`src/logic/tpc_pkg.sv`:
```
package tpc_pkg;

  ////////////////////////////////////////////////////////////////////////////
  // Sizes
  localparam int TPC_MAX_CH = 8;
  localparam int TPC_AW = 8;
  localparam int TPC_CH_SHIFT = 3;

  ////////////////////////////////////////////////////////////////////////////
  // Register byte offsets
  localparam logic [7:0] TPC_OFS_SC = 8'h00;
  localparam logic [7:0] TPC_OFS_CNT = 8'h04;
  localparam logic [7:0] TPC_OFS_MOD = 8'h08;
  localparam logic [7:0] TPC_OFS_ISR = 8'h0c;
  localparam logic [7:0] TPC_OFS_IMR = 8'h10;
  localparam logic [7:0] TPC_OFS_CH_BASE = 8'h20;

  ////////////////////////////////////////////////////////////////////////////
  // Field positions
  localparam int TPC_SC_OVF_BIT = 7;
  localparam int TPC_SC_CENTER_ALIGNED_PWM_BIT = 5;
  localparam int TPC_SC_CLK_LSB = 3;
  localparam int TPC_SC_PS_LSB = 0;
  localparam int TPC_CH_FLAG_BIT = 7;
  localparam int TPC_CH_MODE_LSB = 4;
  localparam int TPC_CH_ELS_LSB = 2;
  localparam int TPC_CH_VAL_BIT = 2;
  localparam int TPC_ISR_OVF_BIT = 0;

  ////////////////////////////////////////////////////////////////////////////
  // Reset values and constants
  localparam logic [5:0] TPC_SC_RESET = 6'h00;
  localparam logic [3:0] TPC_CH_CFG_RESET = 4'h0;
  localparam logic [15:0] TPC_MOD_RESET = 16'h0000;
  localparam logic [15:0] TPC_CNT_FULL = 16'hffff;
  localparam logic [8:0] TPC_IRQ_RESET = 9'h000;
  localparam logic [1:0] TPC_RESP_OKAY = 2'h0;
  localparam logic [1:0] TPC_RESP_SLVERR = 2'h2;

  typedef enum logic [1:0] {
    TPC_MODE_CAPTURE = 2'b00,
    TPC_MODE_COMPARE = 2'b01,
    TPC_MODE_EDGE_ALIGNED_PWM = 2'b10,
    TPC_MODE_EDGE_ALIGNED_PWM_ALT = 2'b11
  } tpc_mode_type;

  typedef enum logic [1:0] {
    TPC_CLK_OFF = 2'b00,
    TPC_CLK_BUS = 2'b01,
    TPC_CLK_EXT = 2'b10,
    TPC_CLK_BUS_ALT = 2'b11
  } tpc_clk_type;

  typedef enum logic {
    TPC_DIR_UP = 1'b0,
    TPC_DIR_DOWN = 1'b1
  } tpc_dir_type;

  ////////////////////////////////////////////////////////////////////////////
  // Helpers
  function automatic logic [15:0] tpc_merge(input logic [15:0] old, input logic [31:0] wdata,
                                            input logic [3:0] wstrb);
    tpc_merge = {wstrb[1] ? wdata[15:8] : old[15:8], wstrb[0] ? wdata[7:0] : old[7:0]};
  endfunction : tpc_merge

  function automatic logic tpc_ch_hit(input logic [7:0] addr, input int idx);
    logic [7:0] rel;
    rel = addr - TPC_OFS_CH_BASE;
    tpc_ch_hit = (addr >= TPC_OFS_CH_BASE) && (addr[1:0] == 2'h0) && (rel[7:3] == 5'(idx));
  endfunction : tpc_ch_hit

  function automatic logic tpc_addr_ok(input logic [7:0] addr, input int nch);
    logic ok;
    ok = (addr == TPC_OFS_SC) || (addr == TPC_OFS_CNT) || (addr == TPC_OFS_MOD) ||
         (addr == TPC_OFS_ISR) || (addr == TPC_OFS_IMR);
    for (int i = 0; i < nch; i++) begin
      ok = ok || tpc_ch_hit(addr, i);
    end
    tpc_addr_ok = ok;
  endfunction : tpc_addr_ok

endpackage : tpc_pkg

```
`src/logic/tpc_chan_if.sv`:
```
`timescale 1ns/10ps
interface tpc_chan_if;
  import tpc_pkg::*;
  logic [15:0] count;
  logic count_new;
  logic center_aligned_pwm;
  tpc_mode_type mode;
  logic [1:0] els;
  logic [15:0] value;
  logic pin_level;
  logic event_pulse;
  logic drive_level;
  logic fn_enable;
  logic drives;

  modport timer (
    output count, count_new, center_aligned_pwm, mode, els, value, pin_level,
    input event_pulse, drive_level, fn_enable, drives
  );
  modport channel (
    input count, count_new, center_aligned_pwm, mode, els, value, pin_level,
    output event_pulse, drive_level, fn_enable, drives
  );
endinterface : tpc_chan_if

```
`src/logic/tpc_timer.sv`:
```
// Summary of operation
// Each channel picks capture, compare or edge PWM.
// Center mode counts up/down, all channels PWM.
// One to eight channels, one pin each.
// External clock selectable to drive counter.
// After reset no channel function is enabled.
// Unused channel pins follow port data/direction.
// Center mode overflow at top reversal.
// Capture edge select: none, rise, fall, any.
// Compare flag on every counter/value match.
// Edge PWM flag at end of duty.
// Center PWM flag on both matches.
// Channel flag cleared by read-then-write-zero.
// Counter write clears counter and prescaler.
// Debug mode reads return frozen counter.
// Overflow clear is read then write zero.
// Up mode overflow on modulo to zero.
// External clock synchronised before the prescaler.
//
// The address map and the AXI4-Lite interface to the registers were decided locally.
`timescale 1ns/10ps
module tpc_timer #(
  parameter int NUM_CH = tpc_pkg::TPC_MAX_CH
) (
  // Clock and reset
  input wire logic aclk,
  input wire logic aresetn,
  // AXI4-Lite write
  input wire logic [tpc_pkg::TPC_AW-1:0] awaddr,
  input wire logic awvalid,
  output logic awready,
  input wire logic [31:0] wdata,
  input wire logic [3:0] wstrb,
  input wire logic wvalid,
  output logic wready,
  output logic [1:0] bresp,
  output logic bvalid,
  input wire logic bready,
  // AXI4-Lite read
  input wire logic [tpc_pkg::TPC_AW-1:0] araddr,
  input wire logic arvalid,
  output logic arready,
  output logic [31:0] rdata,
  output logic [1:0] rresp,
  output logic rvalid,
  input wire logic rready,
  // Clock source and debug
  input wire logic external_clock_in,
  input wire logic background_debug_mode,
  // Channel pins and port fallback
  input wire logic [NUM_CH-1:0] channel_pin_in,
  output logic [NUM_CH-1:0] channel_pin_out,
  output logic [NUM_CH-1:0] channel_pin_oe_n,
  output logic [NUM_CH-1:0] channel_timer_en,
  input wire logic [NUM_CH-1:0] port_data,
  input wire logic [NUM_CH-1:0] port_dir,
  // Interrupt
  output logic irq
);
  import tpc_pkg::*;

  ////////////////////////////////////////////////////////////////////////////
  // Declarations
  logic aw_full_q, aw_full_d, w_full_q, w_full_d;
  logic [7:0] aw_addr_q, aw_addr_d;
  logic [31:0] w_data_q, w_data_d;
  logic [3:0] w_strb_q, w_strb_d;
  logic awready_q, awready_d, wready_q, wready_d, bvalid_q, bvalid_d;
  logic arready_q, arready_d, rvalid_q, rvalid_d;
  logic [1:0] bresp_q, bresp_d, rresp_q, rresp_d;
  logic [31:0] rdata_q, rdata_d, rd_data;
  logic do_write, do_read, cnt_write;

  logic [5:0] sc_q, sc_d;
  logic ovf_q, ovf_d, ovf_arm_q, ovf_arm_d;
  logic [15:0] cnt_q, cnt_d, mod_q, mod_d, limit;
  logic [6:0] pre_q, pre_d, div_last;
  tpc_dir_type dir_q, dir_d;
  logic new_q, new_d, src_edge, tick, ovf_set, center_aligned_pwm;
  logic [3:0] cfg_q [NUM_CH];
  logic [3:0] cfg_d [NUM_CH];
  logic [15:0] val_q [NUM_CH];
  logic [15:0] val_d [NUM_CH];
  logic [NUM_CH-1:0] flag_q, flag_d, arm_q, arm_d;
  logic [8:0] isr_q, isr_d, imr_q, imr_d;
  logic irq_q, irq_d;

  logic ext_s1_q, ext_s2_q, ext_s3_q;
  logic [NUM_CH-1:0] pin_s1_q, pin_s2_q;
  logic [NUM_CH-1:0] out_q, out_d, oe_n_q, oe_n_d, en_q, en_d;
  logic [NUM_CH-1:0] ch_evt, ch_lvl, ch_fn, ch_drv;

  assign center_aligned_pwm = sc_q[TPC_SC_CENTER_ALIGNED_PWM_BIT];
  assign do_write = aw_full_q && w_full_q && !bvalid_q;
  assign do_read = arvalid && arready_q;
  assign cnt_write = do_write && (aw_addr_q == TPC_OFS_CNT) && (|w_strb_q[1:0]);

  ////////////////////////////////////////////////////////////////////////////
  // Channels
  for (genvar g = 0; g < NUM_CH; g++) begin : gen_ch
    tpc_chan_if cif ();
    assign cif.count = cnt_q;
    assign cif.count_new = new_q;
    assign cif.center_aligned_pwm = center_aligned_pwm;
    assign cif.mode = tpc_mode_type'(cfg_q[g][3:2]);
    assign cif.els = cfg_q[g][1:0];
    assign cif.value = val_q[g];
    assign cif.pin_level = pin_s2_q[g];
    assign ch_evt[g] = cif.event_pulse;
    assign ch_lvl[g] = cif.drive_level;
    assign ch_fn[g] = cif.fn_enable;
    assign ch_drv[g] = cif.drives;
    tpc_channel u_ch (
      .aclk(aclk),
      .aresetn(aresetn),
      .ch(cif)
    );
  end

  ////////////////////////////////////////////////////////////////////////////
  // Register bus
  always_comb begin
    rd_data = 32'h0000_0000;
    unique case (araddr)
      TPC_OFS_SC: rd_data = {24'h00_0000, ovf_q, 1'b0, sc_q};
      // Counter is held while in debug, so this is the frozen value
      TPC_OFS_CNT: rd_data = {16'h0000, cnt_q};
      TPC_OFS_MOD: rd_data = {16'h0000, mod_q};
      TPC_OFS_ISR: rd_data = {23'h00_0000, isr_q};
      TPC_OFS_IMR: rd_data = {23'h00_0000, imr_q};
      default: begin
        for (int i = 0; i < NUM_CH; i++) begin
          if (tpc_ch_hit(araddr, i)) begin
            rd_data = araddr[TPC_CH_VAL_BIT] ? {16'h0000, val_q[i]} :
                      {24'h00_0000, flag_q[i], 1'b0, cfg_q[i], 2'b00};
          end
        end
      end
    endcase
  end

  always_comb begin
    aw_full_d = aw_full_q;
    aw_addr_d = aw_addr_q;
    w_full_d = w_full_q;
    w_data_d = w_data_q;
    w_strb_d = w_strb_q;
    bvalid_d = bvalid_q;
    bresp_d = bresp_q;
    rvalid_d = rvalid_q;
    rdata_d = rdata_q;
    rresp_d = rresp_q;
    if (awvalid && awready_q) begin
      aw_full_d = 1'b1;
      aw_addr_d = awaddr;
    end
    if (wvalid && wready_q) begin
      w_full_d = 1'b1;
      w_data_d = wdata;
      w_strb_d = wstrb;
    end
    if (bvalid_q && bready) begin
      bvalid_d = 1'b0;
    end
    if (do_write) begin
      aw_full_d = 1'b0;
      w_full_d = 1'b0;
      bvalid_d = 1'b1;
      bresp_d = tpc_addr_ok(aw_addr_q, NUM_CH) ? TPC_RESP_OKAY : TPC_RESP_SLVERR;
    end
    if (rvalid_q && rready) begin
      rvalid_d = 1'b0;
    end
    if (do_read) begin
      rvalid_d = 1'b1;
      rdata_d = rd_data;
      rresp_d = tpc_addr_ok(araddr, NUM_CH) ? TPC_RESP_OKAY : TPC_RESP_SLVERR;
    end
    awready_d = !aw_full_d;
    wready_d = !w_full_d;
    arready_d = !rvalid_d;
  end

  ////////////////////////////////////////////////////////////////////////////
  // Counter, flags and pins
  always_comb begin
    sc_d = sc_q;
    ovf_d = ovf_q;
    ovf_arm_d = ovf_arm_q;
    cnt_d = cnt_q;
    mod_d = mod_q;
    pre_d = pre_q;
    dir_d = dir_q;
    new_d = 1'b0;
    cfg_d = cfg_q;
    val_d = val_q;
    flag_d = flag_q;
    arm_d = arm_q;
    isr_d = isr_q;
    imr_d = imr_q;
    ovf_set = 1'b0;
    // A zero modulo leaves the counter free running
    limit = (mod_q == 16'h0000) ? TPC_CNT_FULL : mod_q;
    unique case (tpc_clk_type'(sc_q[TPC_SC_CLK_LSB +: 2]))
      TPC_CLK_OFF: src_edge = 1'b0;
      TPC_CLK_BUS, TPC_CLK_BUS_ALT: src_edge = 1'b1;
      TPC_CLK_EXT: src_edge = ext_s2_q && !ext_s3_q;
    endcase
    div_last = 7'((8'h01 << sc_q[TPC_SC_PS_LSB +: 3]) - 8'h01);
    tick = src_edge && !background_debug_mode && (pre_q == div_last);
    if (src_edge && !background_debug_mode) begin
      pre_d = tick ? 7'h00 : 7'(pre_q + 7'h01);
    end
    if (tick) begin
      new_d = 1'b1;
      if (center_aligned_pwm) begin
        if (dir_q == TPC_DIR_UP) begin
          if (cnt_q >= limit) begin
            dir_d = TPC_DIR_DOWN;
            cnt_d = 16'(cnt_q - 16'h0001);
            ovf_set = 1'b1;
          end else begin
            cnt_d = 16'(cnt_q + 16'h0001);
          end
        end else if (cnt_q == 16'h0000) begin
          dir_d = TPC_DIR_UP;
          cnt_d = 16'h0001;
        end else begin
          cnt_d = 16'(cnt_q - 16'h0001);
        end
      end else begin
        dir_d = TPC_DIR_UP;
        if (cnt_q >= limit) begin
          cnt_d = 16'h0000;
          ovf_set = 1'b1;
        end else begin
          cnt_d = 16'(cnt_q + 16'h0001);
        end
      end
    end
    if (cnt_write) begin
      cnt_d = 16'h0000;
      pre_d = 7'h00;
      dir_d = TPC_DIR_UP;
      new_d = 1'b1;
    end
    // Register writes, then read side effects, then hardware sets win
    if (do_write) begin
      if (aw_addr_q == TPC_OFS_SC && w_strb_q[0]) begin
        sc_d = w_data_q[5:0];
        if (ovf_arm_q && !w_data_q[TPC_SC_OVF_BIT]) begin
          ovf_d = 1'b0;
          ovf_arm_d = 1'b0;
        end
      end
      if (aw_addr_q == TPC_OFS_MOD) begin
        mod_d = tpc_merge(mod_q, w_data_q, w_strb_q);
      end
      if (aw_addr_q == TPC_OFS_IMR) begin
        imr_d = 9'(tpc_merge({7'h00, imr_q}, w_data_q, w_strb_q) & 16'h01ff);
      end
      for (int i = 0; i < NUM_CH; i++) begin
        if (tpc_ch_hit(aw_addr_q, i)) begin
          if (aw_addr_q[TPC_CH_VAL_BIT]) begin
            val_d[i] = tpc_merge(val_q[i], w_data_q, w_strb_q);
          end else if (w_strb_q[0]) begin
            cfg_d[i] = w_data_q[TPC_CH_ELS_LSB +: 4];
            if (arm_q[i] && !w_data_q[TPC_CH_FLAG_BIT]) begin
              flag_d[i] = 1'b0;
              arm_d[i] = 1'b0;
            end
          end
        end
      end
    end
    if (do_read) begin
      if (araddr == TPC_OFS_SC && ovf_q) begin
        ovf_arm_d = 1'b1;
      end
      if (araddr == TPC_OFS_ISR) begin
        isr_d = TPC_IRQ_RESET;
      end
      for (int i = 0; i < NUM_CH; i++) begin
        if (tpc_ch_hit(araddr, i) && !araddr[TPC_CH_VAL_BIT] && flag_q[i]) begin
          arm_d[i] = 1'b1;
        end
      end
    end
    // A new event restarts the clearing sequence
    if (ovf_set) begin
      ovf_d = 1'b1;
      ovf_arm_d = 1'b0;
      isr_d[TPC_ISR_OVF_BIT] = 1'b1;
    end
    for (int i = 0; i < NUM_CH; i++) begin
      if (ch_evt[i]) begin
        flag_d[i] = 1'b1;
        arm_d[i] = 1'b0;
        isr_d[i + 1] = 1'b1;
        if (!center_aligned_pwm && tpc_mode_type'(cfg_q[i][3:2]) == TPC_MODE_CAPTURE) begin
          val_d[i] = cnt_q;
        end
      end
      // Pin reverts to port logic when no function owns it
      en_d[i] = ch_fn[i];
      out_d[i] = ch_fn[i] ? ch_lvl[i] : port_data[i];
      oe_n_d[i] = ch_fn[i] ? !ch_drv[i] : !port_dir[i];
    end
    irq_d = |(isr_d & imr_d);
  end

  ////////////////////////////////////////////////////////////////////////////
  // State registers
  always_ff @(posedge aclk) begin
    if (!aresetn) begin
      aw_full_q <= 1'b0;
      aw_addr_q <= 8'h00;
      w_full_q <= 1'b0;
      w_data_q <= 32'h0000_0000;
      w_strb_q <= 4'h0;
      awready_q <= 1'b1;
      wready_q <= 1'b1;
      bvalid_q <= 1'b0;
      bresp_q <= TPC_RESP_OKAY;
      arready_q <= 1'b1;
      rvalid_q <= 1'b0;
      rdata_q <= 32'h0000_0000;
      rresp_q <= TPC_RESP_OKAY;
      sc_q <= TPC_SC_RESET;
      ovf_q <= 1'b0;
      ovf_arm_q <= 1'b0;
      cnt_q <= 16'h0000;
      mod_q <= TPC_MOD_RESET;
      pre_q <= 7'h00;
      dir_q <= TPC_DIR_UP;
      new_q <= 1'b0;
      for (int i = 0; i < NUM_CH; i++) begin
        cfg_q[i] <= TPC_CH_CFG_RESET;
        val_q[i] <= 16'h0000;
      end
      flag_q <= '0;
      arm_q <= '0;
      isr_q <= TPC_IRQ_RESET;
      imr_q <= TPC_IRQ_RESET;
      irq_q <= 1'b0;
      ext_s1_q <= 1'b0;
      ext_s2_q <= 1'b0;
      ext_s3_q <= 1'b0;
      pin_s1_q <= '0;
      pin_s2_q <= '0;
      out_q <= '0;
      oe_n_q <= '1;
      en_q <= '0;
    end else begin
      aw_full_q <= aw_full_d;
      aw_addr_q <= aw_addr_d;
      w_full_q <= w_full_d;
      w_data_q <= w_data_d;
      w_strb_q <= w_strb_d;
      awready_q <= awready_d;
      wready_q <= wready_d;
      bvalid_q <= bvalid_d;
      bresp_q <= bresp_d;
      arready_q <= arready_d;
      rvalid_q <= rvalid_d;
      rdata_q <= rdata_d;
      rresp_q <= rresp_d;
      sc_q <= sc_d;
      ovf_q <= ovf_d;
      ovf_arm_q <= ovf_arm_d;
      cnt_q <= cnt_d;
      mod_q <= mod_d;
      pre_q <= pre_d;
      dir_q <= dir_d;
      new_q <= new_d;
      cfg_q <= cfg_d;
      val_q <= val_d;
      flag_q <= flag_d;
      arm_q <= arm_d;
      isr_q <= isr_d;
      imr_q <= imr_d;
      irq_q <= irq_d;
      ext_s1_q <= external_clock_in;
      ext_s2_q <= ext_s1_q;
      ext_s3_q <= ext_s2_q;
      pin_s1_q <= channel_pin_in;
      pin_s2_q <= pin_s1_q;
      out_q <= out_d;
      oe_n_q <= oe_n_d;
      en_q <= en_d;
    end
  end

  assign awready = awready_q;
  assign wready = wready_q;
  assign bvalid = bvalid_q;
  assign bresp = bresp_q;
  assign arready = arready_q;
  assign rvalid = rvalid_q;
  assign rdata = rdata_q;
  assign rresp = rresp_q;
  assign channel_pin_out = out_q;
  assign channel_pin_oe_n = oe_n_q;
  assign channel_timer_en = en_q;
  assign irq = irq_q;

endmodule : tpc_timer

```
`src/logic/tpc_channel.sv`:
```
`timescale 1ns/10ps
module tpc_channel (
  // Clock and reset
  input wire logic aclk,
  input wire logic aresetn,
  // Timer side
  tpc_chan_if.channel ch
);
  import tpc_pkg::*;

  logic prev_q;
  logic prev_d;
  logic level_q;
  logic level_d;
  logic event_q;
  logic event_d;
  logic match;

  assign match = ch.count_new && (ch.count == ch.value);
  // Edge select of zero means the pin is not used at all
  assign ch.fn_enable = (ch.els != 2'b00);
  assign ch.drives = ch.fn_enable && (ch.center_aligned_pwm || (ch.mode != TPC_MODE_CAPTURE));
  assign ch.event_pulse = event_q;
  assign ch.drive_level = level_q;

  ////////////////////////////////////////////////////////////////////////////
  always_comb begin
    prev_d = ch.pin_level;
    level_d = level_q;
    event_d = 1'b0;
    if (ch.center_aligned_pwm) begin
      // Matches on the way up and on the way down
      if (ch.count_new) begin
        event_d = match;
        level_d = (ch.count < ch.value) ^ ch.els[0];
      end
    end else begin
      unique case (ch.mode)
        TPC_MODE_CAPTURE: begin
          unique case (ch.els)
            2'b01: event_d = ch.pin_level && !prev_q;
            2'b10: event_d = !ch.pin_level && prev_q;
            2'b11: event_d = ch.pin_level ^ prev_q;
            2'b00: event_d = 1'b0;
          endcase
        end
        TPC_MODE_COMPARE: begin
          if (match) begin
            event_d = 1'b1;
            unique case (ch.els)
              2'b01: level_d = !level_q;
              2'b10: level_d = 1'b0;
              2'b11: level_d = 1'b1;
              2'b00: level_d = level_q;
            endcase
          end
        end
        TPC_MODE_EDGE_ALIGNED_PWM, TPC_MODE_EDGE_ALIGNED_PWM_ALT: begin
          // Match outranks period start so a zero duty stays inactive
          if (match) begin
            event_d = 1'b1;
            level_d = ch.els[0];
          end else if (ch.count_new && (ch.count == 16'h0000)) begin
            level_d = !ch.els[0];
          end
        end
      endcase
    end
  end

  always_ff @(posedge aclk) begin
    if (!aresetn) begin
      prev_q <= 1'b0;
      level_q <= 1'b0;
      event_q <= 1'b0;
    end else begin
      prev_q <= prev_d;
      level_q <= level_d;
      event_q <= event_d;
    end
  end

endmodule : tpc_channel

```
`config.mk`:
```
export PLATFORM = sky130hd
export DESIGN_NAME = tpc_timer
export DESIGN_NICKNAME = d
export VERILOG_FILES = /design/src/logic/tpc_pkg.sv /design/src/logic/tpc_chan_if.sv /design/src/logic/tpc_timer.sv /design/src/logic/tpc_channel.sv
export SDC_FILE = /design/constraint.sdc
export NUM_CORES = 1
export LEC_CHECK = 0
export ABC_CLOCK_PERIOD_IN_PS = 9300
export BUFFER_PORTS_ARGS = -buffer_cell sky130_fd_sc_hd__buf_4
export CAP_MARGIN = 15
export CORE_MARGIN = 8
export CORE_UTILIZATION = 40
export DETAILED_ROUTE_END_ITERATION = 16
export SLEW_MARGIN = 20
export SYNTH_ARGS = -nofsm -noshare
export SYNTH_HDL_FRONTEND = slang
export SYNTH_SLANG_ARGS = --single-unit
```
`constraint.sdc`:
```
create_clock -name aclk -period 9.3 [get_ports aclk]
set_input_delay 0.93 -clock aclk [delete_from_list [all_inputs] [get_ports aclk]]
set_output_delay 0.93 -clock aclk [all_outputs]
set_load 0.005 [all_outputs]
```
==> results of run 1 <==
-- cells by family (layout without fill, tap and decap cells) --
kind of cell | Yosys count | count (layout) | share of synthesized area [%]
AO/OA/AOI/OAI | 721 | 721 | 23.7
adder cells (fa/ha/maj) | 165 | 165 | 9.25
other | 1 | 18 | 0.0168
buffers and inverters | 383 | 385 | 6.85
multiplexers | 148 | 148 | 7.12
flip-flops | 362 | 362 | 32.5
XOR/XNOR | 19 | 19 | 0.746
AND/OR/NAND/NOR | 905 | 905 | 19.8
-- final timing paths --
kind	end	slack [ns]	depth (start not counted)
setup / recovery	cnt_q[10]	4.79	10
hold / removal	pin_s2_q[1]	0.43	1
hold reg to reg	pin_s2_q[1]	0.43	1
setup reg to reg	cnt_q[10]	4.79	10
-- sequential cells by signal, summed over array words and instances, names as in the netlist, 9 cells and up --
signal / count
cfg_q: 32
cnt_q: 16
gen_ch.cif.value: 128
imr_q: 9
isr_q: 9
mod_q: 16
rdata: 16
w_data_q: 16
-- critical path: stages (launching register included) --
cell and delay [ns]:
dfxtp_1 0.88, inv_1 0.63, ha_1 0.47, nor2b_1 0.10, o21ai_0 0.09, a2111oi_1 0.62
o21ai_1 0.33, a21oi_2 0.64, nand2_1 0.10, or3_1 0.37, a31oi_1 0.16
-- placed cells by master (no fill, tap or decap), drive strengths merged, types with 20 or more instances in the layout --
cell / n
a21boi: 54
a21o: 32
a21oi: 96
and2: 41
buf: 149
clkbuf: 62
dfxtp: 362
ha: 165
inv: 163
mux2i: 124
nand2: 372
nand2b: 23
nand3: 54
nand4: 41
nor2: 126
nor2b: 99
nor3: 50
o211a: 131
o211ai: 96
o21a: 20
o21ai: 124
-- area by class of cell --
| cell class | instances | share of cell area (%) |
|---|---|---|
| Clock inverter | 13 | 0.647 |
| Multi-Input combinational cell | 1976 | 54.7 |
| Inverter | 161 | 2.42 |
| Clock buffer | 62 | 4.91 |
| Tap cell | 748 | 3.75 |
| Timing Repair Buffer | 149 | 4.56 |
| Sequential cell | 362 | 29.0 |
-- layer usage --
metal	routed length [um]	track usage, %	up-vias	part of all wire (%)
met2	35300	37.6	886	44
met4	3350	10.2	0	4.2
met5	0	0	-	0
li1	-	-	9649	-
met1	35000	32.5	10100	43
met3	6930	5.07	161	8.6
-- stage by stage --
step / instance area, sq um / util [%] / total power [W] / hold WS [ns]
final: 25000 / 45.3 / 0.00350 / 0.433
after global routing: 25000 / 45.3 / 0.00360 / 0.441
after CTS: 24900 / 45.3 / 0.00352 / 0.432
after detailed placement: 23500 / 42.7 / 0.00183 / 0.418
after global placement: 23500 / 42.7 / 0.00183 / 0.416
after floorplan: 22400 / - / 0.00173 / 0.412
-- synthesized netlist by cell type, types with 17 or more instances --
cell / count / share of area [%]
a22oi_1: 17 / 0.57
a21oi_1: 96 / 2.2
nand3_1: 54 / 1.2
nand4_1: 41 / 1.1
o21a_1: 20 / 0.67
mux2i_1: 124 / 5.6
mux2_2: 17 / 0.86
a21boi_0: 54 / 1.8
inv_1: 161 / 2.7
a31oi_1: 18 / 0.50
a21o_1: 32 / 1.1
nand2b_1: 23 / 0.64
o211a_1: 131 / 5.9
o21ai_0: 121 / 2.7
ha_1: 165 / 9.2
nand2_1: 371 / 6.2
nor2_1: 126 / 2.1
and3_1: 19 / 0.53
and2_1: 41 / 1.1
nor2b_1: 99 / 2.8
nor3_1: 49 / 1.1
buf_4: 19 / 0.64
clkbuf_1: 183 / 3.1
o211ai_1: 96 / 3.2
dfxtp_1: 362 / 32
-- power breakdown --
part	internal (W)	switching [W]	leakage, nW	total (W)
Clock	0.000997	0.000704	0.683	0.00170
Combinational	0.0000735	0.000122	7.62	0.000195
Sequential	0.00157	0.0000307	2.93	0.00160
Total	0.00264	0.000856	11.2	0.00350
==> results.py, run 1 <==
metrics = {
    "floorplanning": {
        "coreArea_sq_um": 55100,
        "start_util_pct": 40.5,
        "design.die.area_sq_um": 63600,
        "pin_count": 151,
        "die_h_um": 252,
        "die_x_um": 252,
        "num_rows": 86,
    },
    "layout": {
        "multi_input_comb_area_sq_um": 13600,
        "drive_above_1_share_pct": 9.95,
        "nNetsFinal": 2942,
        "layout.area.seq_sq_um": 7250,
        "fill_cells": 5520,
        "stdcell_count": 3471,
        "syn2layout_area_growth_pct": 11.8,
        "antennaDiodeCount": 0,
    },
    "setup_path": {
        "worstPathArrival_ns": 5.01,
        "cp-end-kind": "register",
        "path_max_fanout": 16,
        "r2r-start": "cnt_q[0]",
        "worst-setup-path-type": "reg2reg",
        "startpoint": "cnt_q[0]",
        "worstPathRequired_ns": 9.80,
        "cp-start-kind": "register",
    },
    "grt": {
        "grt_pass1_wl_mm": 120,
        "grt_usage_pct": 24.3,
        "grt_max_degree": 220,
        "antenna_found_initial": 1,
        "grt-ovfl-total": 0,
        "grt_pass1_vias": 19900,
    },
    "cts": {
        "cts-root-buf": "clkbuf_16",
        "cts_buffer_depth": 3,
        "cts_buffers": 42,
        "htreeDepth": 2,
        "cts-resized-gates": 0,
        "cts.hold.buffers_added": 0,
        "clk_pin_slew_ns": 0.06,
        "clock_latency_ns": 0.59,
        "cts_tree": "yes",
        "cts_num_sinks": 362,
        "cts_setup_buffers": 0,
    },
    "hold_path": {
        "hp-class": "reg2reg",
        "min_from": "pin_s1_q[1]",
    },
    "placed_design": {
        "port_buffers": 114,
        "pre_cts_slack_ns": 4.55,
        "dp_hpwl_mm": 58.1,
        "dp_cells": 3396,
        "place.gp.congestion": 0.986,
    },
    "sta": {
        "drv_slew": 0,
        "final-setup-viol-count": 0,
        "hold_viol_final": 0,
        "skew_ns": 0.0200,
        "tightestPinTransition_ns": 1.11,
        "setup_slack_ns": 4.79,
        "setup_tns_ns": 0,
        "slew_headroom_pct": 25.6,
        "rsz0062_at_grt": "false",
        "fmaxAchievable_ghz": 0.222,
        "fin_crit_sh_pct": 48.5,
        "min_period_ns": 4.51,
    },
    "pwr": {
        "p_per_area_nw_per_um2": 140,
        "p_leak_nw": 11.2,
        "ir_worst_vdd_mv": 0.118,
    },
    "routing": {
        "drc": 0,
        "first_iter_violations": 2087,
        "via_per_inst": 5.99,
        "first_pass_iters": 7,
        "num_vias": 20800,
        "wl_per_cell_um": 23.2,
        "drtAntennaViolNets": 0,
        "wirelength_mm": 80.6,
    },
    "synthesis": {
        "netlist_area_sq_um": 22300,
        "async_flop_share_pct": 0,
        "yosys_warnings": 0,
        "synth_flop_cell": "dfxtp_1",
        "synth_cell_types": 81,
        "synthCells": 2704,
        "synth_seq_cells": 362,
        "synth-seq-area-share_pct": 32.5,
        "synth_edf_count": 0,
        "avgSynthCellArea_sq_um": 8.25,
    },
    "status": {
        "outcome": "complete, no violations",
    },
    "run": {
        "cap_violations": 0,
    },
}
Power figures use the tool's default switching activity.
==> run 2: changes to the inputs <==
- ABC_AREA: unset -> 1
- ABC_CLOCK_PERIOD_IN_PS: 9300 -> 3800
- clock period: 9.3 -> 3.8 ns (I/O delays scaled with it)
==> run 2 against run 1 <==
Against the previous run:
- flip-flop and latch count unchanged
- combinational power rose to 3.1 times the previous value
- largest cell class unchanged
- maximum frequency is 33% higher
- wire length is 3.1% higher
- clock skew decreased by 0.0042 ns
- global-route usage up 0.94 points
- cell count grew 23%
- core utilization is 0.51 points higher
- setup slack worse by 4.4 ns
==> results.py, run 2 <==
metrics = {
    "status": {
        "outcome": "complete, no violations",
    },
    "floorplanning": {
        "start_util_pct": 40.1,
        "design.die.area_sq_um": 63900,
        "coreArea_sq_um": 56000,
        "num_rows": 87,
        "die_h_um": 253,
        "die_x_um": 253,
        "pin_count": 151,
    },
    "synthesis": {
        "netlist_area_sq_um": 22400,
        "muxShareOfSynthArea_pct": 0.178,
        "synthCells": 3389,
        "synth_compound_area_share_pct": 21.0,
        "synth-adder-area-share_pct": 9.20,
        "synth_seq_cells": 362,
        "synthSimpleGateAreaFrac_pct": 25.1,
        "async_flop_share_pct": 0,
        "yosys_warnings": 0,
        "synth_cell_types": 47,
        "avgSynthCellArea_sq_um": 6.62,
        "synth-seq-area-share_pct": 32.3,
        "synth_xor_area_share_pct": 1.01,
        "netlist_top_cells_area": "dfxtp_1 (32%), nand2_1 (12%), ha_1 (9.2%), o21ai_0 (7.3%), a21oi_1 (7.2%)",
        "synth_edf_count": 0,
        "synth_flop_cell": "dfxtp_1",
        "yosys.area.top_type": "dfxtp_1",
        "synthTopCellsByCount": "nand2_1 (730), inv_1 (427), dfxtp_1 (362)",
        "synth.most_common_cell": "nand2_1",
        "synth_top_family_by_area": "simple AND/OR/NAND/NOR gates",
        "synth_top_area_share_pct": 32.3,
    },
    "setup_path": {
        "cp-end-kind": "register",
        "worstPathArrival_ns": 3.91,
        "worstPathCellList": "or4_1 -> nor4_1 -> nand2_1 -> inv_2 -> nor2_1 -> ha_1 -> nand4_1 -> nor3_2 -> nand3_2 -> nand4_1 -> buf_4 -> nand3_1 -> nand3_1 -> nand2_1 -> inv_1",
        "r2r_end": "cnt_q[9]",
        "cp_num_buf_inv": 3,
        "r2r.worst_path.cells": 15,
        "worstPathRequired_ns": 4.32,
        "cp-start-kind": "register",
        "cpLargestDelayFamily": "simple AND/OR/NAND/NOR gates",
        "r2r_slack_ns": 0.41,
        "slowest_stage": "or4_1",
        "path_max_fanout": 15,
        "slowest_delay_ns": 0.55,
        "worst-setup-path-type": "reg2reg",
        "r2r-start": "mod_q[5]",
    },
    "layout": {
        "layout_common_cells": "nand2_1 (729), inv_1 (426), dfxtp_1 (362)",
        "largest_reg_flops": 128,
        "nNetsFinal": 3726,
        "drive_above_1_share_pct": 9.47,
        "fill_cells": 5942,
        "final_common_cell": "nand2_1",
        "syn2layout_area_growth_pct": 14.2,
    },
    "sta": {
        "drv_slew": 0,
        "rsz0062_at_grt": "false",
        "tightestPinTransition_ns": 1.03,
        "final-setup-viol-count": 0,
        "fmaxAchievable_ghz": 0.295,
        "hold_viol_final": 0,
        "skew_ns": 0.0158,
        "fin_crit_sh_pct": 89.2,
        "slew_headroom_pct": 31.0,
        "setup_tns_ns": 0,
        "min_period_ns": 3.39,
    },
    "pwr": {
        "combPwrFrac_pct": 6.8,
        "p_leak_nw": 11.7,
        "ir_worst_vdd_mv": 0.293,
        "power_frac_seq_pct": 44.1,
        "p_int_w": 0.00666,
        "switchingPower_w": 0.00226,
        "power_switching_share_pct": 25.4,
        "clkPwrFrac_pct": 49.1,
        "p_total_w": 0.00892,
        "p_per_area_nw_per_um2": 348,
    },
    "hold_path": {
        "whs_endpoint": "channel_pin_oe_n[6]",
        "holdPathStages": 2,
        "min_from": "port_dir[6]",
        "hp-class": "in2reg",
    },
    "cts": {
        "cts_tree": "yes",
        "cts_buffers": 44,
        "cts-root-buf": "clkbuf_16",
        "clock_latency_ns": 0.58,
        "htreeDepth": 2,
        "clk_pin_slew_ns": 0.06,
        "cts_buffer_depth": 3,
        "cts_setup_buffers": 0,
        "cts_num_sinks": 362,
    },
    "routing": {
        "drtAntennaViolNets": 0,
        "wl_per_cell_um": 19.5,
        "drc": 0,
        "first_iter_violations": 2021,
        "first_pass_iters": 6,
        "wirelength_mm": 83.2,
        "via_per_inst": 5.35,
        "num_vias": 22800,
    },
    "placed_design": {
        "place.gp.congestion": 0.971,
        "port_buffers": 114,
        "dp_hpwl_mm": 61.6,
    },
    "run": {
        "cap_violations": 0,
    },
    "grt": {
        "antenna_found_initial": 3,
        "grt_max_degree": 143,
        "grt_pass1_wl_mm": 126,
        "grt_pass1_vias": 20900,
        "grt-ovfl-total": 0,
        "grt_usage_pct": 25.2,
    },
}
[run 2: changes by cell type after synthesis, moves of 131 or more]
cell / change
nand2_1: +359
inv_1: +266
a21oi_1: +229
o21ai_0: +206
nor2_1: +150
o211a_1: -131
[run 2: worst reg2reg max path, cell delays in order (launching register included)]
cell	delay, ns
dfxtp_1	0.34
or4_1	0.55
nor4_1	0.25
nand2_1	0.14
inv_2	0.27
nor2_1	0.09
ha_1	0.32
nand4_1	0.14
nor3_2	0.33
nand3_2	0.22
nand4_1	0.15
buf_4	0.23
nand3_1	0.10
nand3_1	0.11
nand2_1	0.05
inv_1	0.04
[run 2: power by group through the flow]
| stage | Combinational [W] | Sequential (W) | Clock [W] |
|---|---|---|---|
| after floorplan | 0.000336 | 0.00398 | 0 |
| after global placement | 0.000583 | 0.00402 | 0 |
| after detailed placement | 0.000584 | 0.00402 | 0 |
| after CTS | 0.000598 | 0.00394 | 0.00443 |
| after global routing | 0.000659 | 0.00394 | 0.00460 |
| final | 0.000604 | 0.00394 | 0.00438 |
[run 2: worst max-delay path by stage]
stage,from,end,slack [ns],depth (start not counted)
2_1_floorplan,mod_q[5],cnt_q[7],0.90,16
3_3_place_gp,mod_q[5],cnt_q[11],0.39,13
3_5_place_dp,mod_q[5],cnt_q[11],0.35,13
4_1_cts,mod_q[5],cnt_q[11],0.32,13
5_1_grt,mod_q[5],cnt_q[13],0.04,15
6_report,mod_q[5],cnt_q[9],0.41,15
[run 2: metrics by stage]
step / cell area [sq um] / util, % / hold slack, ns / setup slack, ns / instances
2_1_floorplan: 22500 / - / 0.390 / 0.905 / 3406
3_3_place_gp: 24000 / 42.9 / 0.392 / 0.385 / 4172
3_5_place_dp: 24000 / 42.9 / 0.400 / 0.348 / 4172
4_1_cts: 25600 / 45.8 / 0.000858 / 0.322 / 4263
5_1_grt: 25600 / 45.8 / 0.0208 / 0.0373 / 4263
6_report: 25600 / 45.8 / 0.0127 / 0.410 / 4264
[run 2: layer usage]
| layer | share of wire [%] | track usage (%) | vias up |
|---|---|---|---|
| met5 | 0.035 | 0 | - |
| met3 | 8.6 | 4.48 | 167 |
| met2 | 44 | 39.5 | 866 |
| met4 | 4.2 | 10.1 | 4 |
| met1 | 43 | 34.0 | 10400 |
| li1 | - | - | 11300 |
[run 2: cells by family after synthesis]
family                   after synthesis
AND/OR/NAND/NOR                     1325
AO/OA/AOI/OAI                        873
buffers and inverters                633
flip-flops                           362
adder cells (fa/ha/maj)              165
XOR/XNOR                              26
multiplexers                           4
other                                  1
[run 2: what timing repair did]
item / CTS / global route
hold buffers: 14 / 0
setup endpoints to repair: 0 / 11
gates resized for setup: 0 / 2
endpoints found under the hold margin: 14 / 0
[run 2: layout make-up]
cell class | count | area, sq um | share of cell area (%)
clock inverter | 13 | 183 | 0.713
clock buffer | 64 | 1290 | 5.02
inverter | 471 | 1770 | 6.90
multi-input combinational | 2411 | 12800 | 49.8
timing repair buffer | 186 | 1450 | 5.65
antenna | 1 | 2.50 | 0.00976
sequential | 362 | 7250 | 28.3
tap | 756 | 946 | 3.69
